===== src/inc/cc_pkg.sv =====
// Constants, register map and carrier types of the capture/compare unit.
// Assumes a 32-bit Avalon-MM slave port with byte addresses.
package cc_pkg;
    localparam int NCH = 16;
    localparam int TW  = 16;
    localparam int NEV = NCH + 2;
    localparam int PW  = 8;

    // Byte offsets
    localparam logic [7:0] OFS_TCTL0  = 8'h00;
    localparam logic [7:0] OFS_TCTL1  = 8'h04;
    localparam logic [7:0] OFS_RELOAD0 = 8'h08;
    localparam logic [7:0] OFS_RELOAD1 = 8'h0C;
    localparam logic [7:0] OFS_COUNT0 = 8'h10;
    localparam logic [7:0] OFS_COUNT1 = 8'h14;
    localparam logic [7:0] OFS_STATUS = 8'h18;
    localparam logic [7:0] OFS_CLEAR  = 8'h1C;
    localparam logic [7:0] OFS_ENABLE = 8'h20;
    localparam logic [7:0] OFS_GCTL   = 8'h24;
    localparam logic [1:0] PAGE_CHMODE = 2'h1;
    localparam logic [1:0] PAGE_CHVAL  = 2'h2;

    localparam logic [TW-1:0] CNT_MAX = 16'hFFFF;
    localparam logic [2:0]    STAG_LAST = 3'h7;

    // Timer clock sources
    localparam logic [1:0] SRC_PRESC    = 2'h0;
    localparam logic [1:0] SRC_UPSTREAM = 2'h1;
    localparam logic [1:0] SRC_CIN      = 2'h2;

    typedef enum logic [2:0] {
        CH_OFF     = 3'b000,
        CH_CAPTURE = 3'b001,
        CH_CMP0    = 3'b010,
        CH_CMP1    = 3'b011,
        CH_CMP2    = 3'b100,
        CH_CMP3    = 3'b101,
        CH_DOUBLE  = 3'b110
    } ch_mode_t;

    // Channel mode register, bits 6:0
    typedef struct packed {
        logic       single;
        logic       tsel;
        logic [1:0] edge_sel;
        ch_mode_t   mode;
    } ch_cfg_t;

    // Timer control register, bits 5:0
    typedef struct packed {
        logic [2:0] psel;
        logic [1:0] src;
        logic       run;
    } tmr_cfg_t;

    typedef struct packed {
        logic        read;
        logic        write;
        logic [7:0]  address;
        logic [31:0] writedata;
        logic [3:0]  byteenable;
    } avs_req_t;
endpackage


===== src/core/capture_compare_unit.sv =====
// Sixteen-channel capture/compare unit with two reloadable time bases.
// Assumes pins and count inputs synchronous to clk_i, an Avalon-MM
// master and a one-cycle overflow pulse from the upstream timer six.
`timescale 1ns/1ps
module capture_compare_unit
    import cc_pkg::*;
(
    // Clock and reset
    input  wire logic                clk_i,
    input  wire logic                resetn_i,
    // Avalon-MM slave
    input  wire avs_req_t            avs_i,
    output logic [31:0]              avs_readdata_o,
    output logic                     avs_waitrequest_o,
    // Timer sources
    input  wire logic                upstream_timer_six_evt_i,
    input  wire logic [1:0]          count_in_i,
    // Channel pins
    input  wire logic [NCH-1:0]      pin_i,
    output logic [NCH-1:0]           pin_o,
    output logic [NCH-1:0]           pin_oe_o,
    // Interrupt
    output logic                     irq_o
);

    typedef struct packed {
        logic [PW-1:0]             pre;
        logic [1:0][TW-1:0]        cnt;
        logic [1:0][TW-1:0]        rel;
        tmr_cfg_t [1:0]            tcfg;
        logic [1:0]                tick;
        logic [1:0]                fresh;
        logic [1:0]                cin_prev;
        logic                      stag;
        logic [NCH-1:0][TW-1:0]    val;
        ch_cfg_t [NCH-1:0]         cfg;
        logic [NCH-1:0]            done;
        logic [NCH-1:0]            once;
        logic [NCH-1:0]            pin_prev;
        logic [NCH-1:0]            pin;
        logic [NCH-1:0]            oe;
        logic [NEV-1:0]            status;
        logic [NEV-1:0]            enable;
        logic                      irq;
        logic                      waitreq;
        logic [31:0]               rdata;
    } state_t;

    state_t            q;
    state_t            d;
    logic [NCH-1:0]    chev;
    logic [1:0]        tk;
    logic [1:0]        ovf;
    logic [NEV-1:0]    clr;
    logic [PW-1:0]     pmask;
    logic [31:0]       rd;
    logic [7:0]        a;
    logic [3:0]        c;
    logic              wr;
    logic              t;
    logic              ev;
    logic              hit;
    logic              rise;
    logic              fall;
    logic              dbl;
    logic [TW-1:0]     cur;
    logic [TW-1:0]     cap_cur;

    function automatic logic [TW-1:0] merge(input logic [TW-1:0] o,
                                            input logic [31:0]   w,
                                            input logic [3:0]    be);
        logic [TW-1:0] m;
        m = {{8{be[1]}}, {8{be[0]}}};
        return (o & ~m) | (w[TW-1:0] & m);
    endfunction

    always_comb begin
        d     = q;
        chev  = '0;
        tk    = '0;
        ovf   = '0;
        clr   = '0;
        pmask = '0;
        rd    = '0;
        t     = 1'b0;
        ev    = 1'b0;
        hit   = 1'b0;
        rise  = 1'b0;
        fall  = 1'b0;
        dbl   = 1'b0;
        cur   = '0;
        a     = avs_i.address;
        c     = a[5:2];
        wr    = avs_i.write & ~q.waitreq;

        // Bus: one wait cycle, then answer; write lands on the answer edge
        d.waitreq = ~((avs_i.read | avs_i.write) & q.waitreq);
        case (a)
            OFS_TCTL0:   rd = 32'(q.tcfg[0]);
            OFS_TCTL1:   rd = 32'(q.tcfg[1]);
            OFS_RELOAD0: rd = 32'(q.rel[0]);
            OFS_RELOAD1: rd = 32'(q.rel[1]);
            OFS_COUNT0:  rd = 32'(q.cnt[0]);
            OFS_COUNT1:  rd = 32'(q.cnt[1]);
            OFS_STATUS:  rd = 32'(q.status);
            OFS_ENABLE:  rd = 32'(q.enable);
            OFS_GCTL:    rd = 32'(q.stag);
            default: begin
                if (a[7:6] == PAGE_CHMODE) begin
                    rd = 32'(q.cfg[c]);
                end else if (a[7:6] == PAGE_CHVAL) begin
                    rd = 32'(q.val[c]);
                end
            end
        endcase
        if ((avs_i.read | avs_i.write) & q.waitreq) begin
            d.rdata = rd;
        end
        if (wr) begin
            case (a)
                OFS_TCTL0: begin
                    if (avs_i.byteenable[0]) begin
                        d.tcfg[0] = tmr_cfg_t'(avs_i.writedata[5:0]);
                    end
                end
                OFS_TCTL1: begin
                    if (avs_i.byteenable[0]) begin
                        d.tcfg[1] = tmr_cfg_t'(avs_i.writedata[5:0]);
                    end
                end
                OFS_RELOAD0: d.rel[0] = merge(q.rel[0], avs_i.writedata,
                                              avs_i.byteenable);
                OFS_RELOAD1: d.rel[1] = merge(q.rel[1], avs_i.writedata,
                                              avs_i.byteenable);
                OFS_CLEAR:   clr = avs_i.writedata[NEV-1:0];
                OFS_ENABLE:  d.enable = avs_i.writedata[NEV-1:0];
                OFS_GCTL:    d.stag = avs_i.writedata[0];
                default: begin
                    if (a[7:6] == PAGE_CHMODE) begin
                        // Rewriting the mode re-arms single event and once
                        d.cfg[c]  = ch_cfg_t'(avs_i.writedata[6:0]);
                        d.done[c] = 1'b0;
                        d.once[c] = 1'b0;
                    end else if (a[7:6] == PAGE_CHVAL) begin
                        d.val[c] = merge(q.val[c], avs_i.writedata,
                                         avs_i.byteenable);
                    end
                end
            endcase
        end

        // Time bases
        d.pre = q.pre + 1'b1;
        for (int i = 0; i < 2; i++) begin
            pmask = ~({PW{1'b1}} << q.tcfg[i].psel);
            case (q.tcfg[i].src)
                SRC_PRESC: tk[i] = ((q.pre & pmask) == pmask) &
                                   (~q.stag | (q.pre[2:0] == STAG_LAST));
                SRC_UPSTREAM: tk[i] = upstream_timer_six_evt_i;
                SRC_CIN:   tk[i] = count_in_i[i] & ~q.cin_prev[i];
                default:   tk[i] = 1'b0;
            endcase
            tk[i]  = tk[i] & q.tcfg[i].run;
            ovf[i] = tk[i] & (q.cnt[i] == CNT_MAX);
            if (ovf[i]) begin
                d.cnt[i] = q.rel[i];
            end else if (tk[i]) begin
                d.cnt[i] = q.cnt[i] + 1'b1;
            end
            d.tick[i]     = tk[i];
            d.fresh[i]    = tk[i] |
                            (q.fresh[i] & (q.pre[2:0] != STAG_LAST));
            d.cin_prev[i] = count_in_i[i];
        end

        // Channels
        for (int i = 0; i < NCH; i++) begin
            t   = q.cfg[i].tsel;
            cur = q.cnt[t];
            // Staggered: each channel is looked at once per 8-clock slot
            ev  = q.stag ? (q.fresh[t] & (q.pre[2:0] == 3'(i % 8)))
                         : q.tick[t];
            hit = ev & (cur == q.val[i]) &
                  ~(q.cfg[i].single & q.done[i]);
            rise = pin_i[i] & ~q.pin_prev[i];
            fall = ~pin_i[i] & q.pin_prev[i];
            if (ovf[t]) begin
                d.once[i] = 1'b0;
            end
            case (q.cfg[i].mode)
                CH_CAPTURE: begin
                    if ((rise & q.cfg[i].edge_sel[0]) |
                        (fall & q.cfg[i].edge_sel[1])) begin
                        d.val[i] = cur;
                        chev[i]  = 1'b1;
                    end
                end
                CH_CMP0: chev[i] = hit;
                CH_CMP1: begin
                    if (hit) begin
                        chev[i]  = 1'b1;
                        d.pin[i] = ~d.pin[i];
                    end
                end
                CH_CMP2: begin
                    if (hit & ~q.once[i]) begin
                        chev[i]   = 1'b1;
                        d.once[i] = 1'b1;
                    end
                end
                CH_CMP3: begin
                    if (ovf[t]) begin
                        d.pin[i] = 1'b0;
                    end
                    // A match on the overflow cycle still sets the pin
                    if (hit & ~q.once[i]) begin
                        chev[i]   = 1'b1;
                        d.once[i] = 1'b1;
                        d.pin[i]  = 1'b1;
                    end
                end
                CH_DOUBLE: begin
                    if (hit) begin
                        chev[i] = 1'b1;
                        // Both partners matching together cancel out
                        d.pin[i % 8] = ~d.pin[i % 8];
                    end
                end
                default: ;
            endcase
            if (chev[i] & q.cfg[i].single) begin
                d.done[i] = 1'b1;
            end
            d.pin_prev[i] = pin_i[i];
        end

        for (int i = 0; i < NCH; i++) begin
            dbl = (q.cfg[i % 8].mode == CH_DOUBLE) |
                  (q.cfg[(i % 8) + 8].mode == CH_DOUBLE);
            d.oe[i] = (q.cfg[i].mode == CH_CMP1) |
                      (q.cfg[i].mode == CH_CMP3) |
                      ((i < 8) & dbl);
        end

        // Sticky events: a new event wins over a same-cycle clear
        d.status = (q.status & ~clr) | {ovf, chev};
        d.irq    = |(d.status & d.enable);
    end

    always_ff @(posedge clk_i or negedge resetn_i) begin
        if (!resetn_i) begin
            q         <= '0;
            q.waitreq <= 1'b1;
        end else begin
            q <= d;
        end
    end

    assign avs_readdata_o    = q.rdata;
    assign avs_waitrequest_o = q.waitreq;
    assign pin_o             = q.pin;
    assign pin_oe_o          = q.oe;
    assign irq_o             = q.irq;
    assign cap_cur           = q.cnt[q.cfg[1].tsel];
endmodule // capture_compare_unit


===== config.mk =====
export PLATFORM = sky130hd
export DESIGN_NAME = capture_compare_unit
export DESIGN_NICKNAME = d
export VERILOG_FILES = /design/src/inc/cc_pkg.sv /design/src/core/capture_compare_unit.sv
export SDC_FILE = /design/constraint.sdc
export NUM_CORES = 2
export LEC_CHECK = 0
export ABC_AREA = 1
export CAP_MARGIN = 20
export CORE_ASPECT_RATIO = 0.75
export CORE_UTILIZATION = 25
export DETAILED_ROUTE_END_ITERATION = 6
export DONT_BUFFER_PORTS = 1
export HOLD_SLACK_MARGIN = 0.05
export PLACE_DENSITY = 0.37
export SLEW_MARGIN = 40
export SYNTH_ARGS = -nofsm -noshare
export SYNTH_HDL_FRONTEND = slang
export SYNTH_SLANG_ARGS = --single-unit

===== constraint.sdc =====
create_clock -name clk_i -period 4.2 [get_ports clk_i]
set_input_delay 0.63 -clock clk_i [delete_from_list [all_inputs] [get_ports clk_i]]
set_output_delay 0.63 -clock clk_i [all_outputs]
set_load 0.05 [all_outputs]

Word-level counts from Yosys, hierarchy flattened:

Cells that the tools add are included.

* register bits after elaboration: 609
* input port bits: 67
* output and inout bits: 66
* logic and storage cells: 1184

* add/sub/neg operators: 3
* $lt $le $gt $ge: 18
* eq/ne operators: 171
* shift-type cells: 2
* muxes and demuxes: 414
* bitwise operators: 337
* reductions and logical operators: 111

Operators with widths (count)
* 2-to-1 mux 16 bit: 71
* 2-to-1 mux 400 bit: 2
* 2-to-1 mux 256 bit: 2
* 2-to-1 mux 1 bit: 289
* one-hot mux 32 bit (9 select lines): 1
* bitwise mux 256 bit: 1
* equality test 16 bit: 16
* bitwise AND 1 bit: 172
* equality test 3 bit, second input constant: 52
* 2-to-1 mux 144 bit: 1
* bitwise mux 112 bit: 1
* equality test 3 x 2 -> 1 bit, second input constant: 34
* bitwise AND 16 bit: 6
* NOT 1 bit: 94
* nonzero test 2 bit: 42
* AND reduction 3 bit: 27
* 2-to-1 mux 18 bit: 4
* binary-select mux 16 bit (select 4 bit): 1
* demux 16 bit (select 4 bit): 1
* one-hot mux 1 bit (4 select lines): 16
* OR reduction 2 bit: 32
* bitwise OR 1 bit: 52
* equality test 3 x 1 -> 1 bit, second input constant: 17
* bitwise OR 16 bit: 3
* 37 further kinds: 119

Depth between registers and ports, before layout:

* depth after elaboration: 16
* depth in mapped cells: 20
* depth with buffers taken out: 20

Worst setup path before layout:

No wires, ideal clock.

* path kind: input port to flip-flop
* start: input avs_i[38] (netlist bit)
* end: register q[263] (netlist bit)
* library setup time: 0.123 ns
* data arrival time: 2.159 ns
* required time: 4.077 ns
* path slack: 1.918 ns
* cell stages on the path: 11
* path buffers: 3
* cells stage by stage: buf_6 nand2_2 nor2_4 nand2_4 nand3_4 nor4_4 buf_8 nand2_4 clkbuf_1 o21ai_0 nand2_1

RTL lines
* from (decl): line capture_compare_unit.sv:12 `input wire avs_req_t avs_i,`
* to (decl): line capture_compare_unit.sv:49 `state_t q;`

==> impl_table.tex <==
\begin{tabular}{lr}
\hline
Metric & Value \\
\hline
\multicolumn{2}{l}{\textbf{Placement}} \\
Number of port buffers & 0 \\
GP Congestion & just under 1 \\
Number of instances in the placed design & between 8000 and 9000 \\
Detailed Place HPWL & 188 mm \\
\multicolumn{2}{l}{\textbf{Clock tree}} \\
Post-CTS Resized & 0 \\
Clock H-tree levels & 3 \\
Clock transition at path regs & 0.07 ns \\
Number of buffers added to fix hold violations after cts & 24 \\
Later-pin clock latency in the skew report & 0.72 ns \\
Number of clock sinks seen by CTS & slightly below 600 \\
Post-CTS Setup Repair Bufs & 0 \\
Clock tree from TritonCTS & built \\
Buffer type at the clock tree root & clkbuf\_16 \\
Longest Clk Path Bufs & 3 \\
Clock buffers created by TritonCTS & 74 \\
\multicolumn{2}{l}{\textbf{Setup path}} \\
Biggest fanout along the worst timing path & 13 \\
Kind of end point of the critical path & register \\
Data arrival time of the critical path & between 4 and 5 ns \\
Crit Path Class & register to register \\
Cell depth of the worst flop-to-flop path & 16 \\
Required time worst endpoint & 4.83 ns \\
Kind of start point of the critical path & register \\
Standard cell with the maximum stage delay on the critical path & dfrtp\_1 \\
Critical Path Most Common Cell & nand2\_1 \\
Maximum single-stage delay on the critical path & just under 0.9 ns \\
Crit-path cells & inv\_1, nand2\_1, nand2\_1, nand2\_1, nand2\_1, nor2\_1, nand2\_1, nor2\_1, nand4\_1, nand4\_1, nand2\_1, nand2\_1, nor2\_1, nand2\_1, nor2\_1, nand2\_1 \\
\multicolumn{2}{l}{\textbf{GRT}} \\
Overall overflow remaining after global route & 0 \\
Global Route Usage Sum & 29.9\% \\
Initial antenna violation count & 29 \\
Largest net degree at the start of global routing & 595 \\
First-pass GRT wire length & 346 mm \\
Vias in the first global route & about 42000 \\
\multicolumn{2}{l}{\textbf{Worst hold path}} \\
Worst hold path class & primary input to register \\
Hold path depth & 2 \\
\multicolumn{2}{l}{\textbf{Synthesis}} \\
Cell area after synthesis & 41000 sq um \\
FF+latch count, synth & 594 \\
List of most frequent post-synthesis cells & 2220 x nand2\_1, 694 x o21ai\_0, 593 x dfrtp\_1 \\
Post-synthesis sequential area ratio & a little over a third \\
Synthesized area per cell & 6.50 sq um \\
Warning count from the yosys run & 0 \\
Synth Instances & 6305 \\
Async set-reset flop share out of synthesis & 100\% \\
Count of different cell masters after synthesis & 66 \\
Dominant cell type by area after synthesis & dfrtp\_1 \\
Most common cell in the netlist & nand2\_1 \\
Share of Yosys cell area claimed by the top area cell type & 36.2\% \\
Prevailing post-synth register cell & dfrtp\_1 \\
Number of synthesized flops with an enable pin & 0 \\
Leading cell types by total area after synthesis & dfrtp\_1 36\%, nand2\_1 20\%, o21ai\_0 8.5\% \\
\multicolumn{2}{l}{\textbf{Routing}} \\
Via count & 46128 \\
Starting DRT DRC Count & 6548 \\
Final Routed Wirelength & 255 mm \\
Number of nets with antenna violations after detailed routing & 0 \\
Drt pass-1 iters & 7 \\
Detail-routed net length per standard cell & 29.7 um \\
Vias/cell & 5.38 \\
Number of DRC violations after detailed routing & 2 \\
\multicolumn{2}{l}{\textbf{Timing}} \\
Fraction of the cycle the final worst path needs & 85.9\% \\
Number of slew-limit violations in the final report & 0 \\
Final count of negative-setup-slack endpoints & 0 \\
Slew Limit Headroom & 40.3\% \\
Setup TNS & 0 ns \\
Fmax & about 280 MHz \\
Worst-case hold slack & 0.197 ns \\
Transition at the pin with the smallest max-transition slack & 0.894 ns \\
Unrepaired setup endpoints after global routing & no \\
Clk\_skew & 0.0311 ns \\
Shortest clock period the worst path allows after layout & about 3.6 ns \\
Endpoints failing hold & 0 \\
\multicolumn{2}{l}{\textbf{Floorplan}} \\
Initial core utilization & 25.2\% \\
Top-level port count & 133 \\
Site row count & $\sim$130 \\
Std-Cell Core Area & 163000 sq um \\
Die outline area & 166000 sq um \\
Floorplan die height & 353 um \\
Die width & $\sim$470 um \\
\multicolumn{2}{l}{\textbf{Finish}} \\
Total area of multi-input combinational cells & 21800 sq um \\
Layout overhead on the synthesized area & 16.4\% \\
Fin util & 29.3\% \\
Number of inserted filler cells in the final layout & between 15000 and 20000 \\
Fraction of final layout cells sized beyond drive strength 1 & 9.12\% \\
Sequential cell area in the final layout & between 10000 and 15000 sq um \\
Final Net Count & 6444 \\
Final cell count without fillers & approximately 8600 \\
\multicolumn{2}{l}{\textbf{Power}} \\
Peak ir drop on the vdd network & 0.335 mV \\
Power density over the cells & 491 nW/um\^{}2 \\
Leakage power & 22.9 nW \\
\multicolumn{2}{l}{\textbf{Flow run}} \\
Max-capacitance violation count & 0 \\
\multicolumn{2}{l}{\textbf{Run status}} \\
Failing checks & design-rule violations \\
Status & finished with violations \\
\hline
\end{tabular}
[worst paths after layout]
path | to | slack [ns] | from
max in group asynchronous | q[128] | 1.04 | resetn_i
min in group asynchronous | q[376] | 0.42 | resetn_i
setup reg to reg | irq_o | 0.59 | q[595]
setup / recovery | irq_o | 0.59 | q[595]
hold reg to reg | q[607] | 0.47 | q[607]
hold / removal | q[50] | 0.20 | avs_i[20]
[power breakdown]
part	leakage [nW]	internal (mW)	switching, mW	total [mW]
Combinational	15.0	2.54	6.70	9.25
Sequential	6.70	6.49	0.734	7.22
Clock	1.22	3.92	3.03	6.95
[area by class of cell]
cell class | count | share of cell area (%)
Timing Repair Buffer | 382 | 7.42
Clock inverter | 17 | 0.491
Multi-Input combinational cell | 4709 | 45.8
Tap cell | 2145 | 5.63
Sequential cell | 594 | 31.2
Clock buffer | 112 | 4.69
Antenna cell | 6 | 0.0315
Inverter | 608 | 4.79
[logic make-up after synthesis]
| family | Yosys count | share of synthesized area (%) |
|---|---|---|
| and+or+nand+nor | 3215 | 32.6 |
| AOI/OAI and AO/OA | 1415 | 18.8 |
| buffers and inverters | 1015 | 10.8 |
| DFF | 594 | 36.3 |
| xor gates and xnor gates | 53 | 1.13 |
| adders and majority gates | 8 | 0.244 |
| muxes | 4 | 0.107 |
| other | 1 | 0.00915 |
[critical path: cells and delay by family, from the launching register on]
kind	cells	cell delay, ns
flops	1	0.88
simple gates	15	2.11
buf+inv	1	0.52
[through the flow]
stage	total power, mW	setup slack [ns]	cell area [sq um]
finish	23.4	0.593	47700
global route	24.5	0.527	47700
CTS	23.1	0.805	47500
detailed placement	16.0	0.626	44800
global placement	16.0	0.635	44800
floorplan	12.2	1.92	41000
[cells in the final DEF, fill, tap and decap left out, types with 35 or more instances in the layout]
cell type | netlist | routed
o21ai_1 | 74 | 57
nand2_1 | 2220 | 2219
inv_2 | 27 | 35
nand3_1 | 431 | 431
o21ai_0 | 694 | 694
nor3_1 | 49 | 49
nand4_1 | 118 | 118
dfrtp_1 | 593 | 592
buf_4 | 70 | 312
buf_12 | 0 | 39
inv_1 | 573 | 564
nor2_1 | 316 | 313
o22ai_1 | 188 | 188
xor2_1 | 52 | 52
o31ai_1 | 39 | 39
a21oi_1 | 319 | 319
clkbuf_16 | 0 | 76
[per-layer routing]
layer	wire length, um	global-route usage (%)	vias to the layer above
li1	-	-	20830
met1	117000	43.3	22636
met2	102000	42.1	2298
met3	26000	8.04	356
met4	9600	10.3	8
met5	45	0	-
Power figures use the tool's default switching activity.
